$ cat config.mk
export PLATFORM = sky130hd
export DESIGN_NAME = dual_supply_reset_delay
export DESIGN_NICKNAME = d
export VERILOG_FILES = /design/src/hdl/dual_supply_reset_delay.v /design/src/hdl/low_pass_filter.v
export VERILOG_INCLUDE_DIRS = /design/src /design/src/hdl
export SDC_FILE = /design/constraint.sdc
export NUM_CORES = 1
export LEC_CHECK = 0
export BUFFER_PORTS_ARGS = -buffer_cell sky130_fd_sc_hd__buf_4
export CAP_MARGIN = 20
export CORE_MARGIN = 10
export CORE_UTILIZATION = 48
export DETAILED_ROUTE_END_ITERATION = 7
export PLACE_DENSITY = 0.65
export SLEW_MARGIN = 10
export SYNTH_ARGS = -nofsm -noshare
export SYNTH_HDL_FRONTEND = slang
export SYNTH_SLANG_ARGS = --single-unit
$ cat constraint.sdc
create_clock -name clk_in -period 6.5 [get_ports clk_in]
set_input_delay 0.325 -clock clk_in [delete_from_list [all_inputs] [get_ports clk_in]]
set_output_delay 0.325 -clock clk_in [all_outputs]
set_load 0.01 [all_outputs]
$ cat src/hdl/supply_monitor_map.vh
// Constants of the dual supply reset sequencer
`ifndef SUPPLY_MONITOR_MAP_VH
`define SUPPLY_MONITOR_MAP_VH

// Three-state pin codes after decode
`define PIN_LOW              2'h0
`define PIN_OPEN             2'h1
`define PIN_HIGH             2'h2

// Tolerance codes
`define TOL_5                2'h0
`define TOL_7P5              2'h1
`define TOL_10               2'h2

// Nominal voltages in tenths of a volt (decivolts)
`define DV_5P0               6'h32
`define DV_3P3               6'h21
`define DV_2P5               6'h19
`define DV_1P8               6'h12
`define DV_1P5               6'h0F
`define DV_1P2               6'h0C
`define DV_1P0               6'h0A

// Timing figures as printed
`define CLK_PERIOD_NS        10
`define DELAY_FIXED_MS       200
`define DELAY_MIN_US         200
`define CAP_NF_PER_S         110
`define FILTER_US            10

// Cycle counts derived from the figures
`define DELAY_FIXED_CYC      ((`DELAY_FIXED_MS * 1000000) / `CLK_PERIOD_NS)
`define DELAY_MIN_CYC        ((`DELAY_MIN_US * 1000) / `CLK_PERIOD_NS)
`define FILTER_CYC           ((`FILTER_US * 1000) / `CLK_PERIOD_NS)
// Cycles per nF of timing capacitor: 1 s / 110 nF
`define CYC_PER_NF           ((1000000000 / `CLK_PERIOD_NS) / `CAP_NF_PER_S)

`endif

$ cat src/hdl/dual_supply_reset_delay.v
// Dual supply supervisor: select decode, filtering and reset delay timer
`include "supply_monitor_map.vh"

// Functional notes
// [RL1] Select pins are tied low, tied high or floating; three states each.
// [RL2] A tri-stated buffer on a select pin reads as the floating state.
// [RL3] Pairs high/high, open/low, high/open, open/high, open/open give 3.3V-class settings.
// [RL4] Pairs low/low, low/open, low/high, high/low give 2.5V-class settings.
// [RL5] Tolerance pin: high 5%, open 7.5%, low 10%, common to both channels.
// [RL6] Each comparator result is low-pass filtered before the reset logic.
// [RL7] Any channel low: active-low reset low, active-high reset high.
// [RL8] Both supplies good starts the delay timer from zero.
// [RL9] Timer done with supplies good releases both reset outputs.
// [RL10] A dip during counting clears the timer; restart at next recovery.
// [RL11] Assertion never waits for the timer, only for filtering.
// [RL12] Fixed variant delays 200 ms; adjustable variant uses a capacitor.
// [RL13] Adjustable delay scales at 110 nF per second.
// [RL14] No capacitor still gives about 200 us minimum delay.
// [RL15] Reset outputs are open-drain style; pull low only, wire-OR capable.
// [RL16] Selections latch once supply one reaches 2.17 V; faults act after.
// [RL17] Reset held asserted from 1 V supply, before thresholds valid.
// [RL18] Comparators synchronised; filter and delay counted in clock cycles.
module dual_supply_reset_delay #(
   parameter        ADJUSTABLE = 0,
   parameter [15:0] CAP_NF     = 16'h0016,
   parameter [31:0] DELAY_CYC  = `DELAY_FIXED_CYC,
   parameter [31:0] MIN_CYC    = `DELAY_MIN_CYC,
   parameter [15:0] FILTER_CYC = `FILTER_CYC
) (
   input  wire       clk_in,
   input  wire       rstn_in,
   input  wire       vcc_alive_in,
   input  wire       supply_one_programmed_in,
   input  wire       below_one_in,
   input  wire       below_two_in,
   input  wire       pair_select_a_hi_in,
   input  wire       pair_select_a_lo_in,
   input  wire       pair_select_b_hi_in,
   input  wire       pair_select_b_lo_in,
   input  wire       tolerance_select_hi_in,
   input  wire       tolerance_select_lo_in,
   output reg  [5:0] nominal_one_dv_out,
   output reg  [5:0] nominal_two_dv_out,
   output reg  [1:0] tolerance_out,
   output reg        select_valid_out,
   output wire       reset_n_out,
   output wire       reset_n_oe_out,
   output wire       reset_out,
   output wire       reset_oe_out
);
   // Delay count chosen from the variant
   localparam [31:0] CAP_CYC   = CAP_NF * `CYC_PER_NF;
   localparam [31:0] ADJ_CYC   = (CAP_CYC > MIN_CYC) ? CAP_CYC : MIN_CYC;   // [RL14]
   localparam [31:0] RELEASE_N = ADJUSTABLE ? ADJ_CYC : DELAY_CYC;         // [RL12] [RL13]

   // One-hot states
   localparam [2:0] ST_HOLD  = 3'h1;
   localparam [2:0] ST_COUNT = 3'h2;
   localparam [2:0] ST_RUN   = 3'h4;

   reg        rst_m, rst_n;
   reg  [7:0] sync_a, sync_b;
   reg  [2:0] state, next_state;
   reg [31:0] timer;
   wire       good_one, good_two, both_good;

   // Reset release through two flops
   always @(posedge clk_in or negedge rstn_in) begin
      if (!rstn_in) begin
         rst_m <= 1'b0;
         rst_n <= 1'b0;
      end else begin
         rst_m <= 1'b1;
         rst_n <= rst_m;
      end
   end

   // Pin synchronisers; sync_a stage is read only by sync_b
   always @(posedge clk_in or negedge rst_n) begin
      if (!rst_n) begin
         sync_a <= 8'h00;
         sync_b <= 8'h00;
      end else begin
         sync_a <= {vcc_alive_in, supply_one_programmed_in, below_one_in, below_two_in,
                    pair_select_a_hi_in, pair_select_a_lo_in, pair_select_b_hi_in, pair_select_b_lo_in};
         sync_b <= sync_a;                                                  // [RL18]
      end
   end

   reg  [1:0] tol_sync_a, tol_sync_b;
   always @(posedge clk_in or negedge rst_n) begin
      if (!rst_n) begin
         tol_sync_a <= 2'h0;
         tol_sync_b <= 2'h0;
      end else begin
         tol_sync_a <= {tolerance_select_hi_in, tolerance_select_lo_in};
         tol_sync_b <= tol_sync_a;
      end
   end

   // Three-state decode: neither level seen means floating or tri-stated
   function [1:0] tri_decode;
      input hi;
      input lo;
      begin
         if (hi)
            tri_decode = `PIN_HIGH;
         else if (lo)
            tri_decode = `PIN_LOW;
         else
            tri_decode = `PIN_OPEN;                                          // [RL1] [RL2]
      end
   endfunction

   wire [1:0] code_a   = tri_decode(sync_b[3], sync_b[2]);
   wire [1:0] code_b   = tri_decode(sync_b[1], sync_b[0]);
   wire [1:0] code_tol = tri_decode(tol_sync_b[1], tol_sync_b[0]);

   // Latch the selection once supply one is high enough; held afterwards
   always @(posedge clk_in or negedge rst_n) begin
      if (!rst_n) begin
         nominal_one_dv_out <= 6'h00;
         nominal_two_dv_out <= 6'h00;
         tolerance_out      <= `TOL_10;
         select_valid_out   <= 1'b0;
      end else if (sync_b[6] && !select_valid_out) begin                 // [RL16]
         select_valid_out <= 1'b1;
         case ({code_a, code_b})
            {`PIN_HIGH, `PIN_HIGH}: begin                                   // [RL3]
               nominal_one_dv_out <= `DV_5P0;
               nominal_two_dv_out <= `DV_3P3;
            end
            {`PIN_OPEN, `PIN_LOW }: begin                                   // [RL3]
               nominal_one_dv_out <= `DV_3P3;
               nominal_two_dv_out <= `DV_2P5;
            end
            {`PIN_HIGH, `PIN_OPEN}: begin                                   // [RL3]
               nominal_one_dv_out <= `DV_3P3;
               nominal_two_dv_out <= `DV_1P8;
            end
            {`PIN_OPEN, `PIN_HIGH}: begin                                   // [RL3]
               nominal_one_dv_out <= `DV_3P3;
               nominal_two_dv_out <= `DV_1P5;
            end
            {`PIN_OPEN, `PIN_OPEN}: begin                                   // [RL3]
               nominal_one_dv_out <= `DV_3P3;
               nominal_two_dv_out <= `DV_1P2;
            end
            {`PIN_LOW,  `PIN_LOW }: begin                                   // [RL4]
               nominal_one_dv_out <= `DV_2P5;
               nominal_two_dv_out <= `DV_1P8;
            end
            {`PIN_LOW,  `PIN_OPEN}: begin                                   // [RL4]
               nominal_one_dv_out <= `DV_2P5;
               nominal_two_dv_out <= `DV_1P5;
            end
            {`PIN_LOW,  `PIN_HIGH}: begin                                   // [RL4]
               nominal_one_dv_out <= `DV_2P5;
               nominal_two_dv_out <= `DV_1P2;
            end
            // High/low is the only pairing left; the 2'h3 code cannot occur
            default: begin                                                  // [RL4]
               nominal_one_dv_out <= `DV_2P5;
               nominal_two_dv_out <= `DV_1P0;
            end
         endcase
         // Larger tolerance means a lower trip point
         case (code_tol)
            `PIN_HIGH: tolerance_out <= `TOL_5;                             // [RL5]
            `PIN_OPEN: tolerance_out <= `TOL_7P5;                           // [RL5]
            default:   tolerance_out <= `TOL_10;                            // [RL5]
         endcase
      end
   end

   // Comparator filters, one per channel; input is the "good" sense
   low_pass_filter #(.CNT_W(16), .FULL(FILTER_CYC)) filter_one (
      .clk_in       (clk_in),
      .rst_n_in     (rst_n),
      .raw_in       (~sync_b[5]),                                          // [RL6]
      .filtered_out (good_one)
   );
   low_pass_filter #(.CNT_W(16), .FULL(FILTER_CYC)) filter_two (
      .clk_in       (clk_in),
      .rst_n_in     (rst_n),
      .raw_in       (~sync_b[4]),                                          // [RL6]
      .filtered_out (good_two)
   );

   // Faults count only once the selection is valid
   assign both_good = select_valid_out & good_one & good_two;

   // Sequencer next state
   always @* begin
      next_state = state;
      case (state)
         ST_HOLD:  if (both_good) next_state = ST_COUNT;                   // [RL8]
         ST_COUNT: if (!both_good) next_state = ST_HOLD;                   // [RL10]
                   else if (timer >= RELEASE_N - 32'h1) next_state = ST_RUN; // [RL9]
         ST_RUN:   if (!both_good) next_state = ST_HOLD;                   // [RL7] [RL11]
         default:  next_state = ST_HOLD;
      endcase
   end

   // State and timer; the timer only runs in the counting state
   always @(posedge clk_in or negedge rst_n) begin
      if (!rst_n) begin
         state <= ST_HOLD;
         timer <= 32'h0;
      end else begin
         state <= next_state;
         if (state == ST_COUNT && both_good)
            timer <= timer + 32'h1;
         else
            timer <= 32'h0;                                                 // [RL10]
      end
   end

   // Open-drain outputs: drive low only, pull-up lives outside
   wire asserted = (state != ST_RUN);                                      // [RL17]
   assign reset_n_out    = 1'b0;                                           // [RL15]
   assign reset_n_oe_out = asserted & sync_b[7];                           // [RL7]
   assign reset_out      = 1'b0;
   assign reset_oe_out   = ~asserted & sync_b[7];                          // [RL9]
endmodule // dual_supply_reset_delay

$ cat src/hdl/low_pass_filter.v
// Integrating filter for one comparator result
module low_pass_filter #(
   parameter CNT_W = 16,
   parameter [CNT_W-1:0] FULL = 16'h03E8
) (
   input  wire             clk_in,
   input  wire             rst_n_in,
   input  wire             raw_in,
   output reg              filtered_out
);
   reg [CNT_W-1:0] level;

   // Counter integrates toward the raw level; output flips only at the rails
   always @(posedge clk_in or negedge rst_n_in) begin
      if (!rst_n_in) begin
         level        <= {CNT_W{1'b0}};
         filtered_out <= 1'b1;
      end else begin
         if (raw_in && level != FULL)
            level <= level + 1'b1;
         else if (!raw_in && level != {CNT_W{1'b0}})
            level <= level - 1'b1;
         // Short glitches never reach a rail, so they never pass
         if (level == FULL)
            filtered_out <= 1'b1;
         else if (level == {CNT_W{1'b0}})
            filtered_out <= 1'b0;
      end
   end
endmodule // low_pass_filter

==> reports/qor.txt, run 1 <==
Final Wtd Congestion: 0.8772
CTS tree: yes
Area after DPL: 5939 um2
initial antenna violation count: 0
PortBufs: 27
Initial Util: 49.11%
post-CTS resize count: 0
I/O pin cnt: 31
Inst Count DP: 723
Arr. time, crit path: 4.10 ns
final hold violations: 0
post-synth cell types: 65
TritonCTS buffer count: 9
GRT Total Usage: 14.39%
critical path capture point type: flop
nets: 637
Setup Skew: 0.006283 ns
status: completed
Cell Pwr Density: 373.7 nW/um2
row count: 39
Required @ worst endpoint: 6.77 ns
Diodes inserted: 0
routed len/inst: 15.04 um
Hold Crit Class: in2reg
FILL cells: 1042
VDD IR-drop max: 0.2582 mV
f_max: 261.4 MHz
die extent in y: 128.1 um
share of cells above drive strength 1: 10.89%
Main synth FF type: dfrtp_1
drt via density: 5.627
vias in the first global route: 4137
DIE WIDTH: 128.1 um
top cell type's share of synthesized area: 44.62%
period utilization: 58.86%
DRC: 0
post-DP HPWL: 8042 um
worst slew pin tran: 0.7944 ns
first drt pass iteration count: 4
average cell area after synthesis: 9.943 um2
Root Driver: clkbuf_16
Setup Crit Path Kind: reg2reg
leading cell type in the layout, fill and taps excluded: dfrtp_1
vias post-DR: 4164
number of synthesized flops with an enable pin: 0
Detailed Route Iter0 Violations: 279
total power draw: 2.333 mW
Slew Limit Fails: 0
commonest cells after routing, fill and taps aside: dfrtp_1, nor2_1, nand2_1
Worst slew margin: 47.04%
Final Hold Slack: 0.07743 ns
CTS clock-pin slew for the worst setup and hold paths: 0.07 ns
die area: 16410 um2
final instance area: 6242 um2
Layout Area Growth over Synthesis: 11.31%
Syn Inst Count: 564
startpoint types: flop
CTS max path bufs: 2
Seq/Total Area, Yosys: 46.50%
area leader, netlist: dfrtp_1
Mapped Area: 5608 um2
routed wire length: 11130 um
ANT nets after route: 0
Max Cap Violations: 0
Final Non-Filler Cells: 740
Core ar.: 11420 um2
Pleak: 2.759 nW
Tmin final: 3.826 ns
Async SR Flop Fraction: 100.0%
ranking of synthesized cells by area: dfrtp_1, ha_1, xor2_1, nor2_1, nand2_1
CTS Sinks: 104
Skew-Pair Late Insertion Delay: 0.35 ns
Yosys reg bits: 104
crit path max fanout: 15
unrepaired setup endpoints after global routing: false
largest net degree at the start of global routing: 66
Final Setup Violations: 0
Total Neg Setup Slack: 0 ns
global route overflow: 0
global-route wire length before repair: 19710 um
H-tree Lvls: 3
Ys Warns: 0
[layer usage]
metal	share of wire (%)	track usage (%)	up-vias
li1	-	-	2075
met1	46	18.25	2004
met2	48	22.85	71
met3	4.3	3.970	14
met4	1.5	5.497	0
met5	0	0	-
[path summary, 6_finish.rpt]
kind	startpoint	to	slack, ns	cells after the start
setup / recovery	filter_two.level[11]	filter_two.level[13]	2.67	11
hold / removal	pair_select_a_hi_in	sync_a[3]	0.08	1
setup reg to reg	filter_two.level[11]	filter_two.level[13]	2.67	11
hold reg to reg	rst_n	filter_one.level[7]	0.30	0
max in group asynchronous	rst_n	nominal_two_dv_out[1]	5.03	1
min in group asynchronous	rstn_in	rst_m	0.28	2
[registers in the layout (all words and copies together), names as in the netlist, 3 cells and up]
signal	flops
sync_b	8
sync_a	8
filter_two.level	16
filter_one.level	16
nominal_two_dv_out	5
state	3
timer	32
nominal_one_dv_out	5
[report_power, final]
group          switching (mW)  internal [mW]
Sequential              0.105          0.771
Clock                   0.251          0.268
Combinational           0.513          0.423
[repair_timing]
item | 4_1_cts | 5_1_grt
setup buffers | 0 | 0
endpoints found under the setup margin | 0 | 0
hold endpoints to repair | 2 | 0
hold buffers | 1 | 0
[cell type report]
type / instances / area (um2) / area share, %
Clock buffer: 9 / 225.2 / 3.608
Clock inverter: 7 / 67.56 / 1.082
Inverter: 16 / 60.06 / 0.9621
Multi-Input combinational cell: 431 / 2872 / 46.00
Sequential cell: 104 / 2611 / 41.83
Tap cell: 143 / 178.9 / 2.866
Timing Repair Buffer: 30 / 227.7 / 3.648
[logic make-up (layout without fill, tap and decap cells)]
family	count (synthesis)	count (layout)	synth area share (%)
xor gates and xnor gates	47	47	7.341
adders and majority gates	33	33	7.631
DFF	104	104	46.50
and+or+nand+nor	216	216	19.79
muxes	5	5	0.9371
buffers and inverters	31	62	2.432
AOI/OAI and AO/OA	126	126	15.24
other	2	4	0.1339
[synthesized netlist by cell type, drive strengths merged, types with 3 or more instances]
| cell type | count |
|---|---|
| nor4 | 7 |
| xnor2 | 19 |
| a211o | 3 |
| nand2b | 4 |
| a21oi | 24 |
| o31ai | 4 |
| o22ai | 3 |
| dfrtp | 100 |
| nor2 | 62 |
| inv | 16 |
| o21bai | 3 |
| nand3b | 4 |
| dfstp | 4 |
| and4 | 4 |
| buf | 6 |
| o21a | 6 |
| or3 | 5 |
| mux2i | 3 |
| nand3 | 24 |
| o21ai | 31 |
| a211oi | 5 |
| xor2 | 28 |
| nand4 | 15 |
| clkbuf | 9 |
| o211ai | 6 |
| nor2b | 8 |
| and3 | 7 |
| ha | 31 |
| a31oi | 3 |
| or4 | 5 |
| nand2 | 48 |
| a21boi | 3 |
| nor3 | 15 |
| a21o | 17 |
[worst max-delay path, stage by stage (launching register included)]
cell,delay (ns)
dfrtp_1,0.40
or4_4,0.55
nor4_4,0.32
a21oi_1,0.19
inv_1,0.45
ha_1,0.35
a211oi_1,0.22
o21ai_1,0.19
o2111ai_1,0.40
a211oi_1,0.15
or3_1,0.36
a21oi_1,0.16
[per-stage QoR]
step	worst slack, ns	util (%)
detailed placement	2.738	52.02
CTS	2.722	54.67
finish	2.674	54.67
global placement	2.863	52.02
floorplan	3.158	-
global route	2.422	54.67
Note: power is estimated with default switching activity, not from simulation.
==> inputs of run 2 (changes only) <==
clock period = 3.7 ns   (was 6.5 ns; I/O delays follow)
==> run 2 against run 1 <==
  * Wire length fell by 0.71%
  * Setup slack got worse by 2.4 ns
  * Register-to-register slack got worse by 2.4 ns
  * First-iteration DRC count fell by 16%
  * Critical path type unchanged
  * Largest cell class unchanged
==> reports/qor.txt, run 2 (same netlist as run 1, synthesis figures left out) <==
CP Cell Sequence: or4_4 -> nor4_4 -> a21o_2 -> ha_1 -> nor2b_1 -> o21ai_1 -> a21oi_1 -> o41a_1 -> o41ai_1 -> mux2i_1
Final Setup Violations: 0 (unchanged)
first drt pass iteration count: 4 (unchanged)
VDD IR-drop max: 0.4756 mV (+84%)
startpoint types: flop
drt via density: 5.599 (-0.49%)
CTS max path bufs: 2 (unchanged)
Cell Pwr Density: 649.9 nW/um2 (+74%)
critical path capture point type: flop
crit path max fanout: 8 (-7)
status: completed
CTS Sinks: 104 (unchanged)
RR Endpoint: filter_one.level[12]
worst slew pin tran: 0.7284 ns (-0.06606 ns)
DRC: 0 (unchanged)
Biggest register: timer
global-route wire length before repair: 19340 um (-1.9%)
Hold Crit Class: in2async
I/O pin cnt: 31 (unchanged)
period utilization: 91.71% (+33 points)
R2R depth: 10 (-1)
Worst slew margin: 50.19% (+3.1 points)
TritonCTS buffer count: 9 (unchanged)
nets: 653 (+2.5%)
fin worst setup slack: 0.3069 ns (-2.367 ns)
vias in the first global route: 4136 (-0.024%)
Detailed Route Iter0 Violations: 233 (-16%)
initial antenna violation count: 0 (unchanged)
PortBufs: 27 (unchanged)
Layout Area Growth over Synthesis: 14.26%
Initial Util: 49.11% (unchanged)
total power draw: 4.164 mW (+79%)
Required @ worst endpoint: 3.98 ns (-2.79 ns)
biggest regs: timer: 32 flops, filter_one.level: 16 flops, filter_two.level: 16 flops
commonest cells after routing, fill and taps aside: dfrtp_1, nor2_1, nand2_1
global route overflow: 0 (unchanged)
f_max: 294.7 MHz (+13%)
row count: 39 (unchanged)
die extent in y: 128.1 um (unchanged)
max incr delay on CP: 0.56 ns (about the same)
unrepaired setup endpoints after global routing: false
H-tree Lvls: 3 (unchanged)
Slew Limit Fails: 0 (unchanged)
worst r2r src: filter_one.level[1]
Arr. time, crit path: 3.67 ns (-0.43 ns)
Skew-Pair Late Insertion Delay: 0.35 ns (about the same)
CTS tree: yes
ANT nets after route: 0 (unchanged)
CTS clock-pin slew for the worst setup and hold paths: 0.07 ns (about the same)
Root Driver: clkbuf_16
Setup Skew: 0.008307 ns (+0.002024 ns)
Max Cap Violations: 0 (unchanged)
pre-CTS WS: 0.2169 ns (-2.521 ns)
FILL cells: 1023 (-1.8%)
Core ar.: 11420 um2 (unchanged)
Total Neg Setup Slack: 0 ns (unchanged)
slowest CP cell: or4_4
GRT Total Usage: 14.18% (-0.21 points)
Setup Crit Path Kind: reg2reg
vias post-DR: 4233 (+1.7%)
fin util: 56.11% (+1.4 points)
max reg flops: 32 (unchanged)
Diodes inserted: 0 (unchanged)
largest net degree at the start of global routing: 36 (-45%)
Final Wtd Congestion: 0.9103 (+3.8%)
routed wire length: 11050 um (-0.71%)
Pleak: 2.832 nW (+2.6%)
Reg2Reg Setup Slack: 0.31 ns (-2.37 ns)
routed len/inst: 14.61 um (-2.8%)
share of cells above drive strength 1: 12.07% (+1.2 points)
Tmin final: 3.393 ns (-0.4330 ns)
DIE WIDTH: 128.1 um (unchanged)
leading cell type in the layout, fill and taps excluded: dfrtp_1
die area: 16410 um2 (unchanged)
final hold violations: 0 (unchanged)
post-DP HPWL: 8062 um (+0.25%)
==> run 2: power by group <==
part | switching (mW) | internal, mW
clock | 0.432 | 0.533
sequential | 0.182 | 1.36
combinational | 0.900 | 0.762
==> run 2: repair_timing <==
item / in CTS / in global routing
buffers inserted: 0 / 0
hold buffers: 11 / 0
setup endpoints to repair: 0 / 5
resized for setup: 0 / 3
endpoints found under the hold margin: 12 / 0
==> run 2: stage by stage <==
step                      cell area, um2  std cells  hold WS, ns
after floorplan                     5615        566      -0.1106
after global placement              5984        729     -0.03234
after detailed placement            5984        729     -0.03116
after CTS                           6400        756       0.1396
after global routing                6407        756       0.1424
final                               6407        756       0.1452
==> run 2: how the worst max path moves through the flow <==
stage / to / cells after the start / slack (ns) / from
after floorplan: filter_one.level[12] / 10 / 0.36 / filter_one.level[1]
after global placement: filter_two.level[13] / 11 / 0.35 / filter_two.level[10]
after detailed placement: filter_one.level[12] / 10 / 0.22 / filter_one.level[1]
after CTS: filter_one.level[12] / 10 / 0.21 / filter_one.level[1]
after global routing: filter_two.level[14] / 12 / 0.06 / filter_two.level[10]
final: filter_one.level[12] / 10 / 0.31 / filter_one.level[1]
==> run 2: per-layer routing <==
| metal | global-route usage [%] | share of wire, % | vias to the layer above | routed length (um) |
|---|---|---|---|---|
| li1 | - | - | 2116 | - |
| met1 | 17.67 | 47 | 2039 | 5156 |
| met2 | 22.88 | 47 | 64 | 5243 |
| met3 | 4.508 | 4.5 | 14 | 499 |
| met4 | 4.503 | 1.3 | 0 | 148 |
| met5 | 0 | 0 | - | 0 |
==> run 2: area by class of cell <==
type,instances,area [um2],share of cell area [%]
tap,143,178.9,2.792
multi-input combinational,431,2879,44.93
clock buffer,9,225.2,3.515
inverter,16,60.06,0.9373
clock inverter,7,80.08,1.250
timing repair buffer,46,372.9,5.819
sequential,104,2611,40.75
==> run 2: critical path: cells and delay by family, from the launching register on <==
| kind | cells | cell delay, ns |
|---|---|---|
| mux | 1 | 0.22 |
| compound gates | 5 | 1.38 |
| flops | 1 | 0.40 |
| fa+ha+maj | 1 | 0.30 |
| simple gates | 3 | 1.03 |
